[config.mk]
export PLATFORM = sky130hd
export DESIGN_NAME = lpc_port
export DESIGN_NICKNAME = d
export VERILOG_FILES = /design/src/rtl/lpc_pkg.sv /design/src/rtl/lpc_port.sv
export VERILOG_INCLUDE_DIRS = /design/src /design/src/rtl
export SDC_FILE = /design/constraint.sdc
export NUM_CORES = 1
export LEC_CHECK = 0
export ABC_AREA = 1
export BUFFER_PORTS_ARGS = -buffer_cell sky130_fd_sc_hd__buf_2
export CAP_MARGIN = 20
export CORE_MARGIN = 4
export CORE_UTILIZATION = 58
export DETAILED_ROUTE_END_ITERATION = 10
export GPL_ROUTABILITY_DRIVEN = 1
export PLACE_DENSITY = 0.94
export SYNTH_ARGS = -nofsm -noshare
export SYNTH_HDL_FRONTEND = slang
export SYNTH_SLANG_ARGS = --single-unit
[constraint.sdc]
create_clock -name clk -period 7.81 [get_ports clk]
set_input_delay 0.781 -clock clk [delete_from_list [all_inputs] [get_ports clk]]
set_output_delay 0.781 -clock clk [all_outputs]
set_load 0.02 [all_outputs]
[src/rtl/lpc_defines.svh]
// Bit positions, widths and reset values for the printer command and status port
`ifndef LPC_DEFINES_SVH
`define LPC_DEFINES_SVH
// Bus bit n of the 36-bit word sits at vector index 35-n
`define LPC_WORD_W      36
`define LPC_CO_INIT     10
`define LPC_BIT_ERROR   8
`define LPC_BIT_BUSY    7
`define LPC_BIT_DONE    6
`define LPC_ERR_LVL_HI  5
`define LPC_ERR_LVL_LO  3
`define LPC_CMP_LVL_HI  2
`define LPC_CMP_LVL_LO  0
`define LPC_CHAR_W      7
`define LPC_CHARS       5
`define LPC_PI_LINES    7
`define LPC_LEVEL_RST   3'h0
`define LPC_LEFT_FULL   3'h5
`endif

[src/rtl/lpc_pkg.sv]
// Types shared by the printer command and status port
package lpc_pkg;
	typedef logic [6:0] lpc_char_type;
	typedef logic [2:0] lpc_level_type;
	typedef logic [2:0] lpc_count_type;
endpackage

[src/rtl/lpc_port.sv]
// Bus command and status port of a line printer controller
`include "lpc_defines.svh"

// Function
// - Act on three instructions; ignore data-in read
// - Initialize bit empties the character buffer
// - Busy bit in control word sets busy
// - Done bit in control word sets done
// - Store error interrupt level from control word
// - Store completion interrupt level from control word
// - Control word can clear flags, empty buffer
// - Data write loads five characters, busy, clears done
// - Status read drives current status onto bus
// - Status word: error, busy, done, both levels
// - Next character waits for free printer slot
// - All five drained raises completion
module lpc_port (
	input  wire logic                   clk,
	input  wire logic                   rstn,
	input  wire logic                   clk_en,
	input  wire logic                   dev_select,
	input  wire logic                   condition_out_write,
	input  wire logic                   condition_in_read,
	input  wire logic                   data_out_write,
	input  wire logic                   data_in_read,
	input  wire logic [35:0]            bus_data_in,
	output logic      [35:0]            bus_data_out,
	output logic                        bus_data_oe,
	output logic      [7:1]             pi_request,
	output lpc_pkg::lpc_char_type       char_data,
	output logic                        char_valid,
	input  wire logic                   character_slot_free,
	input  wire logic                   printer_error,
	output logic                        printer_error_flag
);
	logic                    rst_q1;      // Reset release stage one
	logic                    rst_q2;      // Reset release stage two
	logic                    busy;        // Controller busy
	logic                    done;        // Controller done
	lpc_pkg::lpc_level_type  err_lvl;     // Error interrupt level
	lpc_pkg::lpc_level_type  cmp_lvl;     // Completion interrupt level
	logic [34:0]             char_sreg;   // Character buffer, first char on top
	lpc_pkg::lpc_count_type  chars_left;  // Characters not yet moved out
	lpc_pkg::lpc_char_type   ent1;        // Second buffer entry
	logic                    vld1;        // Second entry valid
	logic                    do_condition_out_write;     // Control word this cycle
	logic                    do_condition_in_read;     // Status read this cycle
	logic                    do_data_out_write;    // Data word this cycle
	logic                    do_init;     // Initialize request
	logic                    flush;       // Empty all buffered characters
	logic                    push;        // Character enters the buffer
	logic                    pop;         // Printer takes a character
	logic                    drained;     // Last character handed over
	logic [35:0]             status;      // Assembled status word
	logic [7:1]              next_pi;     // Request lines before the register
	logic                    loaded;      // A data word is still being worked off

	// Reset is released through two flip-flops
	always_ff @(posedge clk or negedge rstn) begin
		if (!rstn) begin
			rst_q1 <= 1'b0;
			rst_q2 <= 1'b0;
		end else begin
			rst_q1 <= 1'b1;
			rst_q2 <= rst_q1;
		end
	end

	// Instruction decode, gated by select and clock enable
	always_comb begin
		do_condition_out_write  = clk_en && dev_select && condition_out_write;
		do_condition_in_read  = clk_en && dev_select && condition_in_read;
		do_data_out_write = clk_en && dev_select && data_out_write;
		do_init  = do_condition_out_write && bus_data_in[`LPC_CO_INIT];
		// Clearing busy also empties the buffer
		flush    = do_init || (do_condition_out_write && !bus_data_in[`LPC_BIT_BUSY]);
		pop      = clk_en && char_valid && character_slot_free;
		push     = clk_en && busy && (chars_left != 3'h0) && !vld1 && !flush && !do_data_out_write;
		// Only a data word can drain, so busy set by a control word alone stays
		drained  = loaded && busy && (chars_left == 3'h0) && !char_valid && !vld1;
	end

	// Busy flag: data write sets, control word loads, drain clears
	always_ff @(posedge clk or negedge rst_q2) begin
		if (!rst_q2) begin
			busy <= 1'b0;
		end else if (do_data_out_write) begin
			busy <= 1'b1;
		end else if (do_condition_out_write) begin
			busy <= bus_data_in[`LPC_BIT_BUSY];
		end else if (clk_en && drained) begin
			busy <= 1'b0;
		end
	end

	// Data word in progress: set by a data write, ended by flush or drain
	always_ff @(posedge clk or negedge rst_q2) begin
		if (!rst_q2) begin
			loaded <= 1'b0;
		end else if (do_data_out_write) begin
			loaded <= 1'b1;
		end else if (flush) begin
			loaded <= 1'b0;
		end else if (clk_en && drained) begin
			loaded <= 1'b0;
		end
	end

	// Done flag: completion set wins over a clearing control word
	always_ff @(posedge clk or negedge rst_q2) begin
		if (!rst_q2) begin
			done <= 1'b0;
		end else if (do_data_out_write) begin
			done <= 1'b0;
		end else if (clk_en && drained) begin
			done <= 1'b1;
		end else if (do_condition_out_write) begin
			done <= bus_data_in[`LPC_BIT_DONE];
		end
	end

	// Interrupt levels from each control word
	always_ff @(posedge clk or negedge rst_q2) begin
		if (!rst_q2) begin
			err_lvl <= `LPC_LEVEL_RST;
			cmp_lvl <= `LPC_LEVEL_RST;
		end else if (do_condition_out_write) begin
			err_lvl <= bus_data_in[`LPC_ERR_LVL_HI:`LPC_ERR_LVL_LO];
			cmp_lvl <= bus_data_in[`LPC_CMP_LVL_HI:`LPC_CMP_LVL_LO];
		end
	end

	// Character buffer register, shifted one character per push
	always_ff @(posedge clk or negedge rst_q2) begin
		if (!rst_q2) begin
			char_sreg  <= 35'h0;
			chars_left <= 3'h0;
		end else if (do_data_out_write) begin
			char_sreg  <= bus_data_in[35:1];
			chars_left <= `LPC_LEFT_FULL;
		end else if (flush) begin
			char_sreg  <= 35'h0;
			chars_left <= 3'h0;
		end else if (push) begin
			char_sreg  <= {char_sreg[27:0], 7'h00};
			chars_left <= chars_left - 3'h1;
		end
	end

	// Two-entry buffer toward the printer; head drives the outputs
	always_ff @(posedge clk or negedge rst_q2) begin
		if (!rst_q2) begin
			char_data  <= 7'h00;
			char_valid <= 1'b0;
			ent1       <= 7'h00;
			vld1       <= 1'b0;
		end else if (flush || do_data_out_write) begin
			// New word or flush drops anything still queued
			char_valid <= 1'b0;
			vld1       <= 1'b0;
		end else if (pop) begin
			// Head leaves; refill from second entry or the shifter
			char_data  <= vld1 ? ent1 : char_sreg[34:28];
			char_valid <= vld1 || push;
			if (vld1 && push) begin
				ent1 <= char_sreg[34:28];
			end
			vld1 <= vld1 && push;
		end else if (push) begin
			if (!char_valid) begin
				char_data  <= char_sreg[34:28];
				char_valid <= 1'b1;
			end else begin
				ent1 <= char_sreg[34:28];
				vld1 <= 1'b1;
			end
		end
	end

	// Printer error follows the printer's own report
	always_ff @(posedge clk or negedge rst_q2) begin
		if (!rst_q2) begin
			printer_error_flag <= 1'b0;
		end else if (clk_en) begin
			printer_error_flag <= printer_error;
		end
	end

	// Status word assembly
	always_comb begin
		status = 36'h0;
		status[`LPC_BIT_ERROR] = printer_error_flag;
		status[`LPC_BIT_BUSY]  = busy;
		status[`LPC_BIT_DONE]  = done;
		status[`LPC_ERR_LVL_HI:`LPC_ERR_LVL_LO] = err_lvl;
		status[`LPC_CMP_LVL_HI:`LPC_CMP_LVL_LO] = cmp_lvl;
	end

	// Status read answer; data-in read gets nothing
	always_ff @(posedge clk or negedge rst_q2) begin
		if (!rst_q2) begin
			bus_data_out <= 36'h0;
			bus_data_oe  <= 1'b0;
		end else if (clk_en) begin
			bus_data_out <= do_condition_in_read ? status : 36'h0;
			bus_data_oe  <= do_condition_in_read;
		end
	end

	// One request line per nonzero level, 1 to 7; level 0 drives none
	genvar gi;
	generate
		for (gi = 1; gi <= `LPC_PI_LINES; gi++) begin : g_pi
			always_comb begin
				next_pi[gi] = (done && (cmp_lvl == 3'(gi))) ||
					(printer_error_flag && (err_lvl == 3'(gi)));
			end
		end
	endgenerate

	// Request lines registered
	always_ff @(posedge clk or negedge rst_q2) begin
		if (!rst_q2) begin
			pi_request <= 7'h00;
		end else if (clk_en) begin
			pi_request <= next_pi;
		end
	end
endmodule

Word level (Yosys, flattened, before mapping)
Cells that the tools add are included.
Word-level totals
  register bits: 110
  bits in latches: 0
  bits in writable memories: 0
  memory bits (read-only): 0
  input port bits: 46
  logic and storage cells: 125
  memories: 0
Operators by class
  $add $sub $neg: 1
  multipliers: 0
  div/mod/pow operators: 0
  order comparisons: 0
  equality and inequality tests: 16
  shift operators: 0
  multiplexer cells: 30
  bitwise logic cells: 1
  reductions and logical operators: 60
Operator list (number)
  $mux 35: 3
  $mux 7: 8
  $logic_and 1x1->1: 33
  $eq 3x3->1 const B: 8
  $reduce_bool 3->1: 6
  $mux 1: 15
  $eq 3x2->1 const B: 4
  $logic_or 1x1->1: 10
  $mux 3: 3
  $mux 9: 1
  $eq 3x1->1 const B: 2
  $logic_not 1->1: 5
  $ne 2x1->1 const B: 2
  $reduce_and 4->1: 1
  $reduce_bool 2->1: 2
  $logic_not 3->1: 1
  $reduce_and 3->1: 1
  $sub 3x1->3 const B: 1
  $reduce_and 2->1: 1
  $not 1->1: 1

Logic depth before layout (Yosys ltp)
  word-level depth: 10
  mapped depth: 9
  gate-level depth less buffers: 8

Worst setup path before layout
No wires, ideal clock.
  path kind: input to register
  start point: input clk_en
  end point: register char_sreg[13]
  library setup time: 0.066 ns
  arrival time: 1.630 ns
  setup slack: 6.114 ns
  stages on the path: 6
  path buffers: 1
  cells stage by stage: nand3_1 inv_2 nor2_4 clkbuf_1 nand3_1 nand2_1
On the way
  word-level cells in the longest chain between the ends: 8
  elaborated cells on any way between the ends: 16
RTL lines
  from (decl): RTL line lpc_port.sv:20  | input wire logic clk_en,
  $logic_and 1x1->1: RTL line lpc_port.sv:71, lpc_port.sv:73
  $logic_and 1x1->1: RTL line lpc_port.sv:71  | do_condition_out_write = clk_en && dev_select && condition_out_write;
  $logic_and 1x1->1, on equally long branches: RTL line lpc_port.sv:74, lpc_port.sv:76
  $logic_or 1x1->1: RTL line lpc_port.sv:76  | flush = do_init || (do_condition_out_write && !bus_data_in[`LPC_BIT_BUSY]);
  $logic_not 1->1: RTL line lpc_port.sv:78  | push = clk_en && busy && (chars_left != 3'h0) && !vld1 && !flush && !do_data_out_write;
  $logic_and 1x1->1 (2 in series): RTL line lpc_port.sv:78
  $reduce_bool 3->1 (no source line)
  to (signal assigned): RTL line lpc_port.sv:139  | char_sreg <= bus_data_in[35:1];
  to (signal assigned): RTL line lpc_port.sv:145  | char_sreg <= {char_sreg[27:0], 7'h00};
  to (decl): RTL line lpc_port.sv:42  | logic [34:0] char_sreg;
Several ways; a longest one is shown, not always the timed one.
A chain may end at the register's enable or synchronous reset.

Final worst setup path
  start point: input clk_en
  end point: register ent1[1]
On the way
  word-level cells in the longest chain between the ends: 10
  elaborated cells on any way between the ends: 23
RTL lines
  $logic_and 1x1->1: RTL line lpc_port.sv:71, lpc_port.sv:73
  $logic_and 1x1->1: RTL line lpc_port.sv:71
  $logic_and 1x1->1, on equally long branches: RTL line lpc_port.sv:74, lpc_port.sv:76
  $logic_or 1x1->1: RTL line lpc_port.sv:76
  $logic_not 1->1: RTL line lpc_port.sv:78
  $logic_and 1x1->1 (2 in series): RTL line lpc_port.sv:78
  $logic_and 1x1->1: RTL line lpc_port.sv:165  | if (vld1 && push) begin
  $ne 2x1->1 (no source line)
  $reduce_and 4->1 (no source line)
  to (signal assigned): RTL line lpc_port.sv:166  | ent1 <= char_sreg[34:28];
  to (signal assigned): RTL line lpc_port.sv:174  | ent1 <= char_sreg[34:28];
  to (decl): RTL line lpc_port.sv:44  | lpc_pkg::lpc_char_type ent1;
Several ways; a longest one is shown, not always the timed one.

==> results.md <==
- Synth Cell Area: 4240 um^2
- Crit path max fanout: 53
- Post-synthesis xor/xnor area fraction: 0.00207
- Synth top area share: 0.490
- Post-synth EDFFs: 0
- Max-slew violations: 0
- Post-synthesis cell type count: 26
- Crit Path Category: primary input to flop
- Critical Path, Cell by Cell: buf_2 -> nand3_1 -> buf_4 -> inv_2 -> nor2_4 -> buf_4 -> nand3_1 -> nand2_1 -> nand2_1
- Crit path launch: clk_en
- Worst Setup EP: ent1[1]
- Chip height: 93.5 um
- Layout Nets: 658
- Synth Area in Compound Gates: 0.0516
- IO Pins: 99
- Startpoint types: primary input
- Worst hold path class: flop to asynchronous set/reset pin
- Total grt overflow: 0
- Residual DRC: 0
- Setup TNS: 0 ps
- Wire length of the first global-routing pass: 15.9 mm
- Multiplexer area fraction after synthesis: 0
- Full die area: 8740 um^2
- Count leader, synth: nand2_1
- Vias in the first global route: 3,559
- Post-synthesis adder-cell area fraction: 0.00590
- Synth warn: 0
- H-Tree Depth: 3
- Mapped Cells: 556
- GRT Total Usage: 0.227
- Largest area contributor in the netlist: dfrtp_1
- Clk pin slew, worst setup/hold paths: 80 ps
- Initial DRC Count: 343
- Crit path DAT: 3220 ps
- Clock Skew: 13.4 ps
- CTS tree: yes
- Maximum VDD drop: 0.143 mV
- Antenna Diode Count: 0
- Largest net degree at the start of global routing: 82
- I/O Buffers: 70
- P per Cell Area: 293 nW/um^2
- Largest family of logic cells by synthesized area: simple AND/OR/NAND/NOR gates
- DP HPWL: 6.52 mm
- Via Count: 3,835
- Synth Flop Type: dfrtp_1
- Largest delay share family, worst path: buffers and inverters
- Max Cap Violations: 0
- Worst EP required: 8050 ps
- Total Wirelength: 9.54 mm
- R2r setup slk: 5220 ps
- Final hold vios: 0
- Post-CTS Setup Bufs: 0
- CTS resizes: 0
- Initial Util: 0.611
- Drt via density: 5.39
- Asr flop ratio synth: 1.00
- Initial antenna violation count: 0
- WL/cell: 13.4 um
- CTS root buffer: clkbuf_8
- Period utilization: 0.382
- Reg-to-reg endpoint: ent1[1]
- Core box area: 6940 um^2
- Total CTS buffers: 9
- Critical path depth: 9
- Share of cells above drive strength 1: 0.161
- Top cells by area, synth: dfrtp_1 49%, nand2_1 19%, nand3_1 8.7%, buf_4 5.7%, inv_1 3.1%
- Setup violators final: 0
- CP bufs+invs: 4
- Sequential area share after synthesis: 0.490
- Lkg Pwr: 2.69 nW
- Post-Synth Simple-Gate Area: 0.330
- Min Tclk post-route: 2980 ps
- Status: completed
- CP Capture Type: flop
- Synthesized flop and latch total: 83
- RD Place Congestion: 0.871
- Worst skew pair latency: 350 ps
- R2R Path Start: chars_left[0]
- Reg2reg path depth: 8
- Die X: 93.5 um
- FMAX: 335 MHz
- Top post-synthesis cells by count: 220 x nand2_1, 83 x dfrtp_1, 74 x nand3_1
- CTS Hold Bufs: 0
- Max clock buf depth: 2
- Clock Sinks: 83
- Worst-Margin Slew: 952 ps
- Routed Antenna Nets: 0
- Row cnt: 30
- Largest stage delay, worst path: 450 ps
- RSZ-0062 raised after global routing: false
- Syn_area_per_cell: 7.63 um^2
- Max-Slew Margin vs Limit: 0.364
- Area Growth Syn to Fin: 10.9%
- Slowest cell on crit path: buf_4
- Power Total: 1.38 mW
- TritonRoute pass-1 iters: 7
==> cells in the final DEF (no fill, tap or decap), types with 2 or more instances in the layout <==
cell type	n
nand2_2	2
buf_4	2
nor2_1	16
inv_2	6
nand4_1	16
nand2_1	220
o21ai_0	12
conb_1	28
nand3_1	74
buf_2	70
inv_1	35
ha_1	2
clkinvlp_4	2
a31oi_1	6
o22ai_1	9
a21oi_1	2
o21ai_1	8
clkbuf_8	10
dfrtp_1	82
clkbuf_1	2
==> power by group <==
part	internal [mW]	leakage, nW	switching (mW)
clock network	0.156	0.0926	0.153
registers	0.553	1.08	0.0859
logic	0.144	1.51	0.285
==> flip-flops by register name, indices dropped and copies added, names as in the netlist, 3 cells and up <==
name and cells:
char_data 7, cmp_lvl 3, pi_request 7, char_sreg 35, chars_left 3, bus_data_out 9, ent1 7, err_lvl 3
==> metal layers <==
metal  wire [um]  share of wire  GRT usage
met1        3930           0.41      0.290
met2        4680           0.49      0.381
met3         712          0.075     0.0338
met4         214          0.022      0.101
met5           0              0          0
==> kinds of logic after synthesis <==
kind of cell / count (synthesis)
buffers and inverters: 97
DFF: 83
adders and majority gates: 2
xor gates and xnor gates: 1
other: 2
AOI/OAI and AO/OA: 39
and+or+nand+nor: 332
==> cell type report <==
cell class	count	area, um^2
clock buffer	12	145
multi-input combinational	402	1760
clock inverter	4	50.0
timing repair buffer	73	393
sequential	83	2080
inverter	41	154
tap	96	120
fill	587	2240
==> worst register-to-register path, delay by kind of cell, from the launching register on <==
kind                       cells  cell delay (ps)
and+or+nand+nor                6             1850
buffers and inverters          1               80
DFF                            1              350
adders and majority gates      1              210
==> how the worst min path moves through the flow <==
stage                 end   start
5_1_grt        err_lvl[2]  rst_q2
6_report       err_lvl[2]  rst_q2
2_1_floorplan      rst_q2  rst_q1
4_1_cts            rst_q2    rstn
3_5_place_dp       rst_q2  rst_q1
3_3_place_gp       rst_q2  rst_q1
==> per-stage QoR <==
| step | area (um^2) | hold WS [ps] | std cells | setup slack, ps | utilization |
|---|---|---|---|---|---|
| 2_1_floorplan | 4340 | 331 | 582 | 5330 | - |
| 3_3_place_gp | 4480 | 338 | 694 | 4610 | 0.645 |
| 3_5_place_dp | 4480 | 338 | 694 | 4510 | 0.645 |
| 4_1_cts | 4670 | 183 | 710 | 4900 | 0.673 |
| 5_1_grt | 4700 | 147 | 711 | 4570 | 0.677 |
| 6_report | 4700 | 134 | 711 | 4830 | 0.677 |
(Power assumes the default switching activity.)
